[config.mk]
export PLATFORM = sky130hd
export DESIGN_NAME = rcs_rotate_unit
export DESIGN_NICKNAME = d
export VERILOG_FILES = /design/src/design/rcs_pkg.sv /design/src/design/rcs_step.sv /design/src/design/rcs_rotate_unit.sv
export SDC_FILE = /design/constraint.sdc
export NUM_CORES = 1
export LEC_CHECK = 0
export BUFFER_PORTS_ARGS = -buffer_cell sky130_fd_sc_hd__buf_2
export CAP_MARGIN = 25
export CORE_ASPECT_RATIO = 1.1
export CORE_MARGIN = 3
export CORE_UTILIZATION = 44
export CTS_BUF_LIST = sky130_fd_sc_hd__clkbuf_4
export CTS_CLUSTER_DIAMETER = 80
export DETAILED_ROUTE_END_ITERATION = 16
export HOLD_SLACK_MARGIN = 0.15
export PLACE_DENSITY = 0.68
export SETUP_SLACK_MARGIN = 0.4
export SYNTH_ARGS = -nofsm -noshare
export SYNTH_HDL_FRONTEND = slang
export SYNTH_HIERARCHICAL = 1
export SYNTH_SLANG_ARGS = --single-unit
export TNS_END_PERCENT = 10
[constraint.sdc]
create_clock -name clk -period 9.6 [get_ports clk]
set_clock_uncertainty 0.15 [all_clocks]
set_input_delay 1.44 -clock clk [delete_from_list [all_inputs] [get_ports clk]]
set_output_delay 1.44 -clock clk [all_outputs]
set_load 0.05 [all_outputs]
[src/design/rcs_pkg.sv]
package rcs_pkg;

    // opcode upper seven bits; bit 0 is the size bit
    localparam logic [6:0] OPC_IMM_COUNT = 7'h60;
    localparam logic [6:0] OPC_BY_ONE = 7'h68;
    localparam logic [6:0] OPC_BY_CL = 7'h69;

    // second byte fields, plus the opcode size bit position
    localparam int MODRM_MOD_HI = 7;
    localparam int MODRM_MOD_LO = 6;
    localparam int MODRM_SUB_HI = 5;
    localparam int MODRM_SUB_LO = 3;
    localparam int MODRM_RM_HI = 2;
    localparam int OPC_SIZE_BIT = 0;
    localparam logic [2:0] SUB_ROTATE_RIGHT = 3'h1;
    localparam logic [2:0] SUB_ROTATE_LEFT_CARRY = 3'h2;
    localparam logic [1:0] MOD_NO_DISP = 2'h0;
    localparam logic [1:0] MOD_DISP8 = 2'h1;
    localparam logic [1:0] MOD_DISP16 = 2'h2;
    localparam logic [1:0] MOD_REGISTER = 2'h3;
    localparam logic [2:0] RM_DIRECT = 3'h6;

    // instruction length pieces, in bytes
    localparam logic [2:0] LEN_BASE = 3'h2;
    localparam logic [2:0] LEN_IMM = 3'h1;
    localparam logic [2:0] LEN_DISP8 = 3'h1;
    localparam logic [2:0] LEN_DISP16 = 3'h2;

    // execution clocks, processor clocks, before adding the shift count
    localparam logic [8:0] CLK_REG_MULTI = 9'h007;
    localparam logic [8:0] CLK_MEM_MULTI_SHORT = 9'h013;
    localparam logic [8:0] CLK_MEM_MULTI_LONG = 9'h01B;
    // single-bit totals include their one shift
    localparam logic [8:0] CLK_REG_SINGLE = 9'h002;
    localparam logic [8:0] CLK_MEM_SINGLE_SHORT = 9'h010;
    localparam logic [8:0] CLK_MEM_SINGLE_LONG = 9'h018;
    localparam logic [8:0] CLK_ILLEGAL = 9'h001;
    localparam logic [7:0] COUNT_ONE = 8'h01;

    // reset values
    localparam logic [15:0] RESET_VALUE = 16'h0000;

    typedef enum logic [1:0] {
        RCS_IDLE = 2'b01,
        RCS_RUN = 2'b10
    } rcs_state_t;

endpackage

[src/design/rcs_step.sv]
`timescale 1ns/1ps
`default_nettype none
module rcs_step (
    input wire logic [15:0] value,
    input wire logic carry,
    input wire logic word,
    input wire logic left_thru_carry,
    output logic [15:0] next_value,
    output logic next_carry
);
    wire logic msb;
    wire logic [15:0] ror_word;
    wire logic [15:0] ror_byte;
    wire logic [15:0] rotate_left_thru_carry_op_word;
    wire logic [15:0] rotate_left_thru_carry_op_byte;

    assign msb = word ? value[15] : value[7];
    // byte forms leave the upper byte untouched
    assign ror_word = {value[0], value[15:1]};
    assign ror_byte = {value[15:8], value[0], value[7:1]};
    assign rotate_left_thru_carry_op_word = {value[14:0], carry};
    assign rotate_left_thru_carry_op_byte = {value[15:8], value[6:0], carry};
    assign next_value = left_thru_carry ? (word ? rotate_left_thru_carry_op_word : rotate_left_thru_carry_op_byte)
                                        : (word ? ror_word : ror_byte);
    assign next_carry = left_thru_carry ? msb : value[0];
endmodule // rcs_step
`default_nettype wire

[src/design/rcs_rotate_unit.sv]
`timescale 1ns/1ps
`default_nettype none
module rcs_rotate_unit (
    input wire logic clk,
    input wire logic reset,
    input wire logic start,
    input wire logic [7:0] opcode_byte,
    input wire logic [7:0] modrm_byte,
    input wire logic [7:0] immediate_count_byte,
    input wire logic [7:0] shift_count_register,
    input wire logic [15:0] operand,
    input wire logic carry_flag_in,
    input wire logic overflow_flag_in,
    input wire logic bus_is_8bit,
    input wire logic address_odd,
    output logic busy_q,
    output logic done_q,
    output logic illegal_q,
    output logic [15:0] result_q,
    output logic carry_flag_q,
    output logic overflow_flag_q,
    output logic overflow_defined_q,
    output logic [2:0] length_q
);
////////////////////////////////////////////////////////////////////////////
    // decode
    wire logic [6:0] op_hi;
    wire logic [1:0] mod_f;
    wire logic [2:0] sub_f;
    wire logic [2:0] rm_f;
    wire logic is_imm_op;
    wire logic is_one_op;
    wire logic is_cl_op;
    wire logic rotate_right_op;
    wire logic rotate_left_thru_carry_op;
    wire logic supported;
    wire logic is_reg;
    wire logic word;
    wire logic long_mem;
    wire logic [2:0] disp_len;
    wire logic [2:0] length_d;
    wire logic [7:0] count_d;
    wire logic [8:0] base_d;
    wire logic [8:0] total_d;
    wire logic accept;
    wire logic ovf_defined_d;

    localparam int MODRM_MOD_HI_C = rcs_pkg::MODRM_MOD_HI;
    localparam int MODRM_MOD_LO_C = rcs_pkg::MODRM_MOD_LO;
    localparam int MODRM_SUB_HI_C = rcs_pkg::MODRM_SUB_HI;
    localparam int MODRM_SUB_LO_C = rcs_pkg::MODRM_SUB_LO;
    localparam int MODRM_RM_HI_C = rcs_pkg::MODRM_RM_HI;

    assign op_hi = opcode_byte[7:1];
    assign mod_f = modrm_byte[MODRM_MOD_HI_C:MODRM_MOD_LO_C];
    assign sub_f = modrm_byte[MODRM_SUB_HI_C:MODRM_SUB_LO_C];
    assign rm_f = modrm_byte[MODRM_RM_HI_C:0];
    assign is_imm_op = op_hi == rcs_pkg::OPC_IMM_COUNT;
    assign is_one_op = op_hi == rcs_pkg::OPC_BY_ONE;
    assign is_cl_op = op_hi == rcs_pkg::OPC_BY_CL;
    assign rotate_right_op = sub_f == rcs_pkg::SUB_ROTATE_RIGHT;
    assign rotate_left_thru_carry_op =
        sub_f == rcs_pkg::SUB_ROTATE_LEFT_CARRY;
    assign supported = (is_imm_op && (rotate_right_op ||
                        rotate_left_thru_carry_op)) ||
                       ((is_one_op || is_cl_op) && rotate_left_thru_carry_op);
    assign is_reg = mod_f == rcs_pkg::MOD_REGISTER;
    assign word = opcode_byte[rcs_pkg::OPC_SIZE_BIT];
    assign long_mem = word && (bus_is_8bit || address_odd);

    // displacement bytes from the addressing mode
    assign disp_len =
        (mod_f == rcs_pkg::MOD_DISP8) ? rcs_pkg::LEN_DISP8 :
        (mod_f == rcs_pkg::MOD_DISP16) ? rcs_pkg::LEN_DISP16 :
        (mod_f == rcs_pkg::MOD_NO_DISP && rm_f == rcs_pkg::RM_DIRECT) ?
            rcs_pkg::LEN_DISP16 : 3'h0;
    assign length_d = rcs_pkg::LEN_BASE + disp_len +
                      (is_imm_op ? rcs_pkg::LEN_IMM : 3'h0);

    // count source, never masked
    assign count_d = is_imm_op ? immediate_count_byte :
                     is_cl_op ? shift_count_register :
                     rcs_pkg::COUNT_ONE;

    // fixed part of execution time; single-bit totals hold their shift
    assign base_d =
        is_one_op ? (is_reg ? rcs_pkg::CLK_REG_SINGLE - 9'h001 :
                     long_mem ? rcs_pkg::CLK_MEM_SINGLE_LONG - 9'h001 :
                     rcs_pkg::CLK_MEM_SINGLE_SHORT - 9'h001) :
        is_reg ? rcs_pkg::CLK_REG_MULTI :
        long_mem ? rcs_pkg::CLK_MEM_MULTI_LONG :
        rcs_pkg::CLK_MEM_MULTI_SHORT;
    assign total_d = supported ? base_d + {1'b0, count_d} :
                     rcs_pkg::CLK_ILLEGAL;

    // overflow defined for single-bit, and for memory by count register
    assign ovf_defined_d = supported &&
        (is_one_op || (is_cl_op && !is_reg));
    assign accept = start && !busy_q;

////////////////////////////////////////////////////////////////////////////
    // sequencing
    rcs_pkg::rcs_state_t state_q;
    rcs_pkg::rcs_state_t state_d;
    logic [8:0] remain_q;
    logic [7:0] cnt_q;
    logic word_q;
    logic left_q;
    logic ovf_def_q;
    wire logic running;
    wire logic last;
    wire logic stepping;
    wire logic [15:0] step_value;
    wire logic step_carry;
    wire logic final_msb;

    assign running = state_q == rcs_pkg::RCS_RUN;
    assign last = running && remain_q == 9'h001;
    assign stepping = running && cnt_q != 8'h00;
    assign final_msb = word_q ? result_q[15] : result_q[7];
    assign state_d = accept ? rcs_pkg::RCS_RUN :
                     last ? rcs_pkg::RCS_IDLE : state_q;

    rcs_step u_step (
        .value(result_q),
        .carry(carry_flag_q),
        .word(word_q),
        .left_thru_carry(left_q),
        .next_value(step_value),
        .next_carry(step_carry)
    );

    always_ff @(posedge clk) begin
        if (reset) begin
            state_q <= rcs_pkg::RCS_IDLE;
            busy_q <= 1'b0;
            done_q <= 1'b0;
        end else begin
            state_q <= state_d;
            busy_q <= state_d == rcs_pkg::RCS_RUN;
            done_q <= last;
        end
    end

    always_ff @(posedge clk) begin
        if (reset) begin
            remain_q <= 9'h000;
            cnt_q <= 8'h00;
        end else if (accept) begin
            remain_q <= total_d;
            cnt_q <= supported ? count_d : 8'h00;
        end else if (running) begin
            remain_q <= remain_q - 9'h001;
            cnt_q <= stepping ? cnt_q - 8'h01 : cnt_q;
        end
    end

    always_ff @(posedge clk) begin
        if (reset) begin
            word_q <= 1'b0;
            left_q <= 1'b0;
            ovf_def_q <= 1'b0;
            illegal_q <= 1'b0;
            length_q <= 3'h0;
        end else if (accept) begin
            word_q <= word;
            left_q <= rotate_left_thru_carry_op;
            ovf_def_q <= ovf_defined_d;
            illegal_q <= !supported;
            length_q <= length_d;
        end
    end

    always_ff @(posedge clk) begin
        if (reset) begin
            result_q <= rcs_pkg::RESET_VALUE;
            carry_flag_q <= 1'b0;
        end else if (accept) begin
            result_q <= operand;
            carry_flag_q <= carry_flag_in;
        end else if (stepping) begin
            result_q <= step_value;
            carry_flag_q <= step_carry;
        end
    end

    // undefined overflow passes through unchanged
    always_ff @(posedge clk) begin
        if (reset) begin
            overflow_flag_q <= 1'b0;
            overflow_defined_q <= 1'b0;
        end else if (accept) begin
            overflow_flag_q <= overflow_flag_in;
            overflow_defined_q <= 1'b0;
        end else if (last) begin
            overflow_flag_q <= ovf_def_q ? final_msb ^ carry_flag_q
                                         : overflow_flag_q;
            overflow_defined_q <= ovf_def_q;
        end
    end

////////////////////////////////////////////////////////////////////////////
    // checks
    logic [8:0] elapsed_q;
    logic [8:0] expect_q;
    logic reg_multi_q;

    // register multibit time rebuilt from the fixed cost, not total_d
    always_ff @(posedge clk) begin
        if (reset) begin
            elapsed_q <= 9'h000;
            expect_q <= 9'h000;
            reg_multi_q <= 1'b0;
        end else if (accept) begin
            elapsed_q <= 9'h001;
            expect_q <= rcs_pkg::CLK_REG_MULTI + {1'b0, count_d};
            reg_multi_q <= supported && is_reg && !is_one_op;
        end else if (running) begin
            elapsed_q <= elapsed_q + 9'h001;
        end
    end

    a_ror_step_bits: assert property (
        @(posedge clk) disable iff (reset)
        stepping && !left_q && !word_q |=>
            result_q[7] == $past(result_q[0]) &&
            carry_flag_q == $past(result_q[0]) &&
            result_q[6:0] == $past(result_q[7:1]))
        else $error("right rotate step wrong");

    a_rotate_left_thru_carry_op_step_ring: assert property (
        @(posedge clk) disable iff (reset)
        stepping && left_q && word_q |=>
            carry_flag_q == $past(result_q[15]) &&
            result_q[0] == $past(carry_flag_q) &&
            result_q[15:1] == $past(result_q[14:0]))
        else $error("left carry rotate step wrong");

    a_zero_count_keep: assert property (
        @(posedge clk) disable iff (reset)
        accept && supported && is_imm_op && is_reg &&
        immediate_count_byte == 8'h00 |->
            ##8 done_q && result_q == $past(operand, 8))
        else $error("zero count changed operand or time");

    a_reg_multi_time: assert property (
        @(posedge clk) disable iff (reset)
        last && reg_multi_q |->
            elapsed_q == expect_q)
        else $error("execution time mismatch");

    a_single_reg_time: assert property (
        @(posedge clk) disable iff (reset)
        accept && is_one_op && rotate_left_thru_carry_op && is_reg |->
            ##3 done_q && length_q == 3'h2)
        else $error("single register rotate not two clocks");

    a_single_mem_time: assert property (
        @(posedge clk) disable iff (reset)
        accept && is_one_op && rotate_left_thru_carry_op && !is_reg &&
        !word |-> ##17 done_q)
        else $error("single memory byte rotate not 16 clocks");

    a_mem_multi_time: assert property (
        @(posedge clk) disable iff (reset)
        accept && supported && !is_one_op && !is_reg && long_mem &&
        count_d == 8'h02 |-> ##30 done_q)
        else $error("long memory multibit time wrong");

    a_ovf_single: assert property (
        @(posedge clk) disable iff (reset)
        done_q && overflow_defined_q |->
            overflow_flag_q == ((word_q ? result_q[15] : result_q[7]) ^
                                carry_flag_q))
        else $error("overflow not msb xor carry");

    a_len_imm_reg: assert property (
        @(posedge clk) disable iff (reset)
        accept && supported && is_imm_op && is_reg |=> length_q == 3'h3)
        else $error("immediate register form not three bytes");

    a_len_mem_range: assert property (
        @(posedge clk) disable iff (reset)
        accept && supported && !is_reg |=>
            length_q >= 3'h2 && length_q <= 3'h5)
        else $error("memory form length out of range");

    a_cl_reg_len: assert property (
        @(posedge clk) disable iff (reset)
        accept && is_cl_op && rotate_left_thru_carry_op && is_reg |=>
            length_q == 3'h2 && !overflow_defined_q)
        else $error("count register form length wrong");

    a_full_count: assert property (
        @(posedge clk) disable iff (reset)
        accept && supported && count_d == 8'hFF |=> cnt_q == 8'hFF)
        else $error("count was masked");

endmodule // rcs_rotate_unit
`default_nettype wire

=== Yosys cells after proc, flatten, opt, wreduce, memory -nomap -nowiden ===
Index checks and enable logic that the tools add are counted.

* Add/sub/neg operators: 5
* Equality and inequality tests: 12
* Multiplexer cells: 32
* Bitwise gates (word level): 1
* Reduce and logical (&&, ||, !) cells: 28

{| class="wikitable"
|+ Operator list
! kind !! count
|-
| $mux 16 || 5
|-
| $mux 8 || 6
|-
| $mux 9 || 3
|-
| $eq 7x7->1 const B || 3
|-
| $mux 5 || 4
|-
| $mux 2 || 5
|-
| $reduce_bool 2->1 || 5
|-
| $add 5x8->9 || 1
|-
| $eq 9x1->1 const B || 1
|-
| $logic_and 1x1->1 || 9
|-
| $sub 9x1->9 const B || 1
|-
| $eq 2x2->1 const B || 4
|-
| $mux 1 || 8
|-
| $reduce_bool 8->1 || 1
|-
| $sub 8x1->8 const B || 1
|-
| $reduce_and 2->1 || 3
|-
| $logic_or 1x1->1 || 5
|-
| $mux 4 || 1
|-
| $add 2x2->3 const A || 1
|-
| $add 3x1->3 || 1
|-
| $eq 3x1->1 const B || 1
|-
| $eq 3x2->1 const B || 1
|-
| $eq 3x3->1 const B || 1
|-
| $logic_not 1->1 || 3
|-
| other kinds (4) || 4
|}

* Register bits: 47
* Input bits: 55
* Output and inout port bits: 25
* Logic and storage cells: 93

=== Longest topological paths before layout ===
Gate-level depths: netlist (run 1).

* Depth in word-level cells: 8
* Depth in mapped cells: 14
* Gate-level depth less buffers: 13

=== Cells and area by module ===
The synthesis (run 1) kept the hierarchy.

{| class="wikitable"
|+ By module, submodules not included
! module !! instances !! cells an instance !! area each (sq um) !! sequential area each (sq um)
|-
| rcs_rotate_unit || 1 || 376 || 2885.3 || 940.9
|-
| rcs_step || 1 || 41 || 310.3 || 0.0
|}

=== Worst setup path after synthesis (run 1) ===
No wires, ideal clock.

* Path kind: input to register
* From: input port opcode_byte[2]
* To: register remain_q[8]
* Setup time: 73 ps
* Arrival: 4225 ps
* Data required time: 9377 ps
* Setup slack: 5151 ps
* Cell stages on the path: 14
* Buffers on the path: 1
* Cell sequence: or3b_4 -> or2_0 -> buf_6 -> nor3b_1 -> nor2_1 -> a21oi_1 -> nor2_1 -> ha_1 -> nor3b_1 -> or4b_4 -> o211ai_2 -> nor2_2 -> o32a_1 -> nor3_2

* Cells in the longest elaborated chain, start to end: 6
* Elaborated cells on any way between the ends: 13
* Classes of those cells: 1 x add/sub; 3 x eq/ne; 5 x mux; 4 x reduce/logical

{| class="wikitable"
|+ RTL lines
! item !! line !! source
|-
| from (decl) || rcs_rotate_unit.sv:7 || <nowiki>input wire logic [7:0] opcode_byte,</nowiki>
|-
| $eq 7x7->1, on equally long branches || rcs_rotate_unit.sv:60, rcs_rotate_unit.sv:59 ||
|-
| $mux 8 / $logic_or 1x1->1 (equally long branches) || rcs_rotate_unit.sv:82, rcs_rotate_unit.sv:66 ||
|-
| $mux 8 / $logic_and 1x1->1 (equally long branches) || rcs_rotate_unit.sv:81, rcs_rotate_unit.sv:66 ||
|-
| $add 5x8->9 / $logic_or 1x1->1 (equally long branches) || rcs_rotate_unit.sv:93, rcs_rotate_unit.sv:65 ||
|-
| $mux 9 * || rcs_rotate_unit.sv:93 || <nowiki>assign total_d = supported ? base_d + {1'b0, count_d} :</nowiki>
|-
| $mux 9 * || rcs_rotate_unit.sv:149 || <nowiki>end else if (accept) begin</nowiki>
|-
| to (signal assigned) || rcs_rotate_unit.sv:150 || <nowiki>remain_q <= total_d;</nowiki>
|-
| to (signal assigned) || rcs_rotate_unit.sv:153 || <nowiki>remain_q <= remain_q - 9'h001;</nowiki>
|-
| to (decl) || rcs_rotate_unit.sv:105 || <nowiki>logic [8:0] remain_q;</nowiki>
|}

Every way passes the cells marked *; elsewhere a longest branch is shown, timed or not.
A chain may end at the register's enable or synchronous reset.

=== Worst setup path after layout (run 1) ===
Ends and elaborated chain as after synthesis.

==> summary.md, run 1 <==
| Metric | Value |
|---|---|
| I/O pins | `80` |
| Total track usage | `0.208` |
| RSZ-0062 raised after global routing | `false` |
| DR WL/cell | `15.1 um` |
| Clock root cell | `clkbuf_4` |
| DIE AREA | `8320 um2` |
| Leakage | `1.47 nW` |
| Share of cells above drive strength 1 | `0.227` |
| Final Critical Period | `4400 ps` |
| Fin nets | `545` |
| Vias in the first global route | `2954` |
| VDD IR max | `0.0000605 V` |
| Yosys Warn Count | `6` |
| GR Overflow Total | `0` |
| Hold-fix buffers, CTS | `0` |
| Post-route DRC | `0` |
| Final WL | `8.51 mm` |
| Std-Cell Rows | `31` |
| Crit-path cells | `buf_2 -> or3b_4 -> or2_0 -> nor3b_1 -> nor2_1 -> a21oi_1 -> nor2_1 -> ha_1 -> nor3b_1 -> or4b_4 -> o211ai_2 -> nor2_2 -> o32a_1 -> nor3_2` |
| Mean area per synthesized cell | `7.66 um2` |
| Final ANT Viol Nets | `0` |
| Most common cell after layout, fill and taps aside | `buf_2` |
| MaxCap Viol Count | `0` |
| Final HPWL DP | `6.26 mm` |
| Fillers | `659` |
| Crit end category | `flop` |
| Fin worst setup slack | `5200 ps` |
| Multi-input logic area | `2070 um2` |
| Worst EP required | `9770 ps` |
| Fin crit share | `0.459` |
| Cell family contributing the most delay on the critical path | `simple AND/OR/NAND/NOR gates` |
| Worst Path Buf+Inv | `1` |
| Final Util | `0.532` |
| Max-slew headroom | `0.392` |
| Clock Sinks | `47` |
| TritonCTS Buffers | `5` |
| Post-cts sizing count | `0` |
| Max-slew violation count | `0` |
| Distinct cells, synth | `59` |
| Post-CTS Setup Inserts | `0` |
| Status | `complete, no violations` |
| Syn Inst Count | `417` |
| Endpoints failing setup | `0` |
| Setup TNS | `0 ps` |
| Predominant post-synthesis flop cell | `dfxtp_1` |
| Antenna violations before repair | `1` |
| Via count | `3224` |
| Mapped cell area | `3200 um2` |
| Die height | `95.4 um` |
| Reg clk slew, reported paths | `150 ps` |
| Fmax | `0.227 GHz` |
| Core Box Area | `6830 um2` |
| Vias per inst | `5.73` |
| Hold WC Path Type | `flop to flop` |
| Critical Path Fanout Max | `8` |
| CP max stage cell | `or4b_4` |
| TritonRoute pass-1 iters | `4` |
| Skew-Pair Late Insertion Delay | `370 ps` |
| PwrDens | `125 nW/um2` |
| Synth Register Bits | `47` |
| Area grow syn2layout | `13.7%` |
| CP arrival | `4570 ps` |
| Seq/Total Area, Yosys | `0.294` |
| CTS tree | `yes` |
| DIE WIDTH | `87.3 um` |
| Initial Util | `0.468` |
| Setup WS pre-CTS | `4830 ps` |
| Max clock buf depth | `2` |
| Number of DRC violations after detailed-routing iteration 0 | `173` |
| Setup crit start kind | `input pin` |
| Port bufs | `79` |
| Critical path class | `input pin to flop` |
| Worst-Margin Slew | `911 ps` |
| EDFF count, synth | `0` |
| Most frequent cells in the layout | `79 x buf_2, 64 x nand2_1, 56 x nor2_1` |
| Syn Nets | `483` |
| Largest net degree at the start of global routing | `56` |
| Async SR Flop Fraction | `0` |
| CP max stage delay | `500 ps` |
| Routability Congestion | `0.849` |
| Htree depth | `2` |
| Hold Vio Cnt, Final | `0` |
| Sequential cell area | `941 um2` |
| Global-route wire length before repair | `14.0 mm` |
==> kinds of logic after synthesis <==
| family | after synthesis | share of synthesized area |
|---|---|---|
| XOR/XNOR | 16 | 0.0439 |
| AO/OA/AOI/OAI | 97 | 0.214 |
| AND/OR/NAND/NOR | 187 | 0.276 |
| adder cells (fa/ha/maj) | 11 | 0.0454 |
| buffers and inverters | 39 | 0.0615 |
| multiplexers | 20 | 0.0654 |
| flip-flops | 47 | 0.294 |
==> sequential cells by signal, indices dropped and copies added (netlist names), 2 cells and up <==
register  cells
length_q      3
state_q       2
result_q     16
remain_q      9
cnt_q         8
==> worst min-delay path, cell delays in order (launching register included) <==
cell	delay, ps
dfxtp_1	340
nand2_1	50
a21oi_1	50
==> synthesized netlist by cell type (12+ instances only) <==
cell / count / share of area
a21oi_1: 26 / 0.041
a311oi_1: 18 / 0.049
clkbuf_1: 14 / 0.016
dfxtp_1: 47 / 0.29
inv_1: 12 / 0.014
mux2i_1: 13 / 0.041
nand2_1: 64 / 0.075
nor2_1: 56 / 0.066
nor3_1: 14 / 0.022
xnor2_1: 13 / 0.036
==> final cells by class <==
cell class                      instances  share of cell area
Antenna cell                            1            0.000688
Clock buffer                            5              0.0103
Clock inverter                          3             0.00482
Inverter                               12              0.0124
Multi-Input combinational cell        331               0.569
Sequential cell                        47               0.259
Tap cell                               82              0.0282
Timing Repair Buffer                   82               0.116
==> power by group <==
part	switching [mW]	total (mW)	internal (mW)
combinational	0.0862	0.135	0.0484
clock	0.0672	0.0956	0.0284
sequential	0.0149	0.223	0.208
==> through the flow <==
stage	hold slack [ps]	instance area [um2]	std cells	power [mW]
floorplan	313	3200	417	0.325
finish	313	3630	563	0.453
global route	342	3630	563	0.480
global placement	292	3570	553	0.359
detailed placement	297	3580	554	0.361
CTS	317	3630	562	0.457
==> metal layers <==
layer  wire, um  global-route usage  up-vias
met1       3860               0.272     1492
met2       3970               0.339      105
li1           -                   -     1610
met5          0                   0        -
met3        489              0.0294       17
met4        201              0.0946        0
==> final timing paths <==
| check | slack, ps | cells past startpoint | start | end |
|---|---|---|---|---|
| setup / recovery | 5200 | 14 | opcode_byte[2] | remain_q[8] |
| hold / removal | 310 | 2 | length_q[0] | length_q[0] |
| setup reg to reg | 7030 | 7 | busy_q | remain_q[7] |
| hold reg to reg | 310 | 2 | length_q[0] | length_q[0] |
(Power assumes the default switching activity.)
==> run 2, diff against run 1 <==
--- a/config.mk
+++ b/config.mk
@@ -14,7 +14,7 @@
 export CTS_CLUSTER_DIAMETER = 80
 export DETAILED_ROUTE_END_ITERATION = 16
 export HOLD_SLACK_MARGIN = 0.15
-export PLACE_DENSITY = 0.68
+export PLACE_DENSITY = 0.71
 export SETUP_SLACK_MARGIN = 0.4
 export SYNTH_ARGS = -nofsm -noshare
 export SYNTH_HDL_FRONTEND = slang
==> constraint.sdc (replaced) <==
create_clock -name clk -period 3.95 [get_ports clk]
set_clock_uncertainty 0.15 [all_clocks]
set_input_delay 0.5925 -clock clk [delete_from_list [all_inputs] [get_ports clk]]
set_output_delay 0.5925 -clock clk [all_outputs]
set_load 0.05 [all_outputs]
==> run 2 against run 1 <==
Against the previous run: critical path depth fell by 2; worst hold slack improved by 0.97 ps; power increased by 150%; sequential power rose by 140%; critical endpoint is now remain_q[7]; clock power rose to 2.5 times the previous value; clock-buffer cell count is 1 higher.
==> summary.md, run 2 (synthesis results as in run 1) <==
| Metric | Value |
|---|---|
| TritonCTS Buffers | `5 (unchanged)` |
| Post-DP Area | `3600 um2 (+0.66%)` |
| Fmax | `0.289 GHz` |
| Htree depth | `2 (unchanged)` |
| Met2 Wirelength | `4.10 mm (+3.3%)` |
| Clock root cell | `clkbuf_4` |
| Reg clk slew, reported paths | `150 ps (about the same)` |
| MaxCap Viol Count | `0 (unchanged)` |
| Port bufs | `79 (unchanged)` |
| CTS tree | `yes` |
| Critical Path Fanout Max | `5 (-3)` |
| Sw power | `0.411 mW (+140%)` |
| Comb power frac | `0.296 (about the same)` |
| Largest net degree at the start of global routing | `55 (-1.8%)` |
| Final HPWL DP | `6.44 mm (+2.8%)` |
| Placed Cells incl. Taps | `557 (+0.54%)` |
| Max clock buf depth | `2 (unchanged)` |
| Endpoints failing setup | `0 (unchanged)` |
| VDD IR max | `0.000145 V (+140%)` |
| Fin crit share | `0.877` |
| Number of DRC violations after detailed-routing iteration 0 | `168 (-2.9%)` |
| Metal3 WL | `460 um (-5.9%)` |
| Post-route DRC | `0 (unchanged)` |
| Max-slew headroom | `0.387 (-0.00527)` |
| Post-cts sizing count | `0 (unchanged)` |
| Worst EP required | `4060 ps (-5710 ps)` |
| Die height | `95.4 um (unchanged)` |
| Fin cells | `566 (+0.53%)` |
| Status | `complete, no violations` |
| DR top layer | `met4` |
| PwrDens | `303 nW/um2 (+140%)` |
| Post-CTS Setup Inserts | `0 (unchanged)` |
| Setup TNS | `0 ps (unchanged)` |
| Final Util | `0.539 (+0.00641)` |
| N_diodes | `0 (-1)` |
| Fin nets | `549 (+0.73%)` |
| Core Box Area | `6830 um2 (unchanged)` |
| Global-route wire length before repair | `14.5 mm (+3.2%)` |
| Total track usage | `0.215 (+0.00622)` |
| Hold-fix buffers, CTS | `0 (unchanged)` |
| Setup crit start kind | `input pin` |
| Worst-Margin Slew | `919 ps (+7.90 ps)` |
| Max reg flops | `16 (unchanged)` |
| CP arrival | `3580 ps (-990 ps)` |
| Vias in the first global route | `3024 (+2.4%)` |
| Critical path class | `input pin to flop` |
| DIE AREA | `8320 um2 (unchanged)` |
| Via count | `3210 (-0.43%)` |
| Switch share | `0.368 (-0.00301)` |
| Share of cells above drive strength 1 | `0.240 (+0.0126)` |
| Most frequent cells in the layout | `79 x buf_2, 64 x nand2_1, 56 x nor2_1` |
| Final ANT Viol Nets | `0 (unchanged)` |
| GR Overflow Total | `0 (unchanged)` |
| I/O pins | `80 (unchanged)` |
| Std-Cell Rows | `31 (unchanged)` |
| Int Pwr | `0.704 mW (+150%)` |
| Top reg by flops | `result_q` |
| Antenna violations before repair | `0 (-1)` |
| Routability Congestion | `0.903 (+6.4%)` |
| Most common cell after layout, fill and taps aside | `buf_2` |
| DIE WIDTH | `87.3 um (unchanged)` |
| Hold Vio Cnt, Final | `0 (unchanged)` |
| Leakage | `1.50 nW (+1.5%)` |
| Initial Util | `0.468 (unchanged)` |
| Hold WC Path Type | `flop to flop` |
| Final WL | `8.61 mm (+1.2%)` |
| Skew-Pair Late Insertion Delay | `370 ps (about the same)` |
| Fillers | `661 (+0.30%)` |
| Total power | `1.11 mW (+150%)` |
| Clock Sinks | `47 (unchanged)` |
| Top Registers | `result_q x16, remain_q x9, cnt_q x8` |
| Clock share of power | `0.218 (+0.007)` |
| Final Critical Period | `3460 ps` |
| Vias per inst | `5.67 (-0.96%)` |
| Met1 wire length | `3.94 mm (+2.0%)` |
| Share of power burned in registers | `0.487 (-0.005)` |
| Crit end category | `flop` |
| DR WL/cell | `15.2 um (+0.66%)` |
| TritonRoute pass-1 iters | `4 (unchanged)` |
| Max-slew violation count | `0 (unchanged)` |
| Area grow syn2layout | `15.1%` |
| Final instance area | `3680 um2 (+1.2%)` |
| RSZ-0062 raised after global routing | `true` |
run 2: power by group through the flow:
stage               sequential (mW)  combinational (mW)  clock (mW)
finish                        0.542               0.329       0.243
global route                  0.550               0.362       0.272
CTS                           0.542               0.328       0.251
detailed placement            0.553               0.327           0
global placement              0.551               0.323           0
floorplan                     0.614               0.176           0
run 2: path summary, 6_finish.rpt:
path,endpoint,startpoint,depth (start not counted),slack [ps]
hold reg to reg,length_q[0],length_q[0],2,310
hold / removal,length_q[0],length_q[0],2,310
setup reg to reg,remain_q[7],busy_q,6,1620
setup / recovery,remain_q[7],opcode_byte[2],12,490
run 2: worst max-delay path: stages:
cell and delay (ps):
buf_2 100, or3b_4 420, or2_0 300, nor3b_2 260
ha_1 320, ha_1 330, a21o_1 190, a41o_1 210
nor3_1 260, or2_2 180, mux2i_1 80, or3_1 340
run 2: layout make-up:
type / instances / area (um2) / area share
clock inverters: 2 / 16.3 / 0.00442
flip-flops and latches: 47 / 941 / 0.256
multi-input cells: 331 / 2080 / 0.565
well taps: 82 / 103 / 0.0279
repair buffers: 86 / 452 / 0.123
clock buffers: 6 / 45.0 / 0.0122
inverters: 12 / 45.0 / 0.0122
run 2: per-stage QoR:
stage / hold slack (ps) / setup slack [ps]
2_1_floorplan: 313 / 412
3_3_place_gp: 295 / 221
3_5_place_dp: 300 / 142
4_1_cts: 320 / 525
5_1_grt: 317 / 372
6_report: 314 / 485
run 2: routing by layer:
metal | GRT usage | vias up
li1 | - | 1621
met1 | 0.283 | 1487
met2 | 0.360 | 93
met3 | 0.0311 | 9
met4 | 0.0652 | 0
met5 | 0 | -
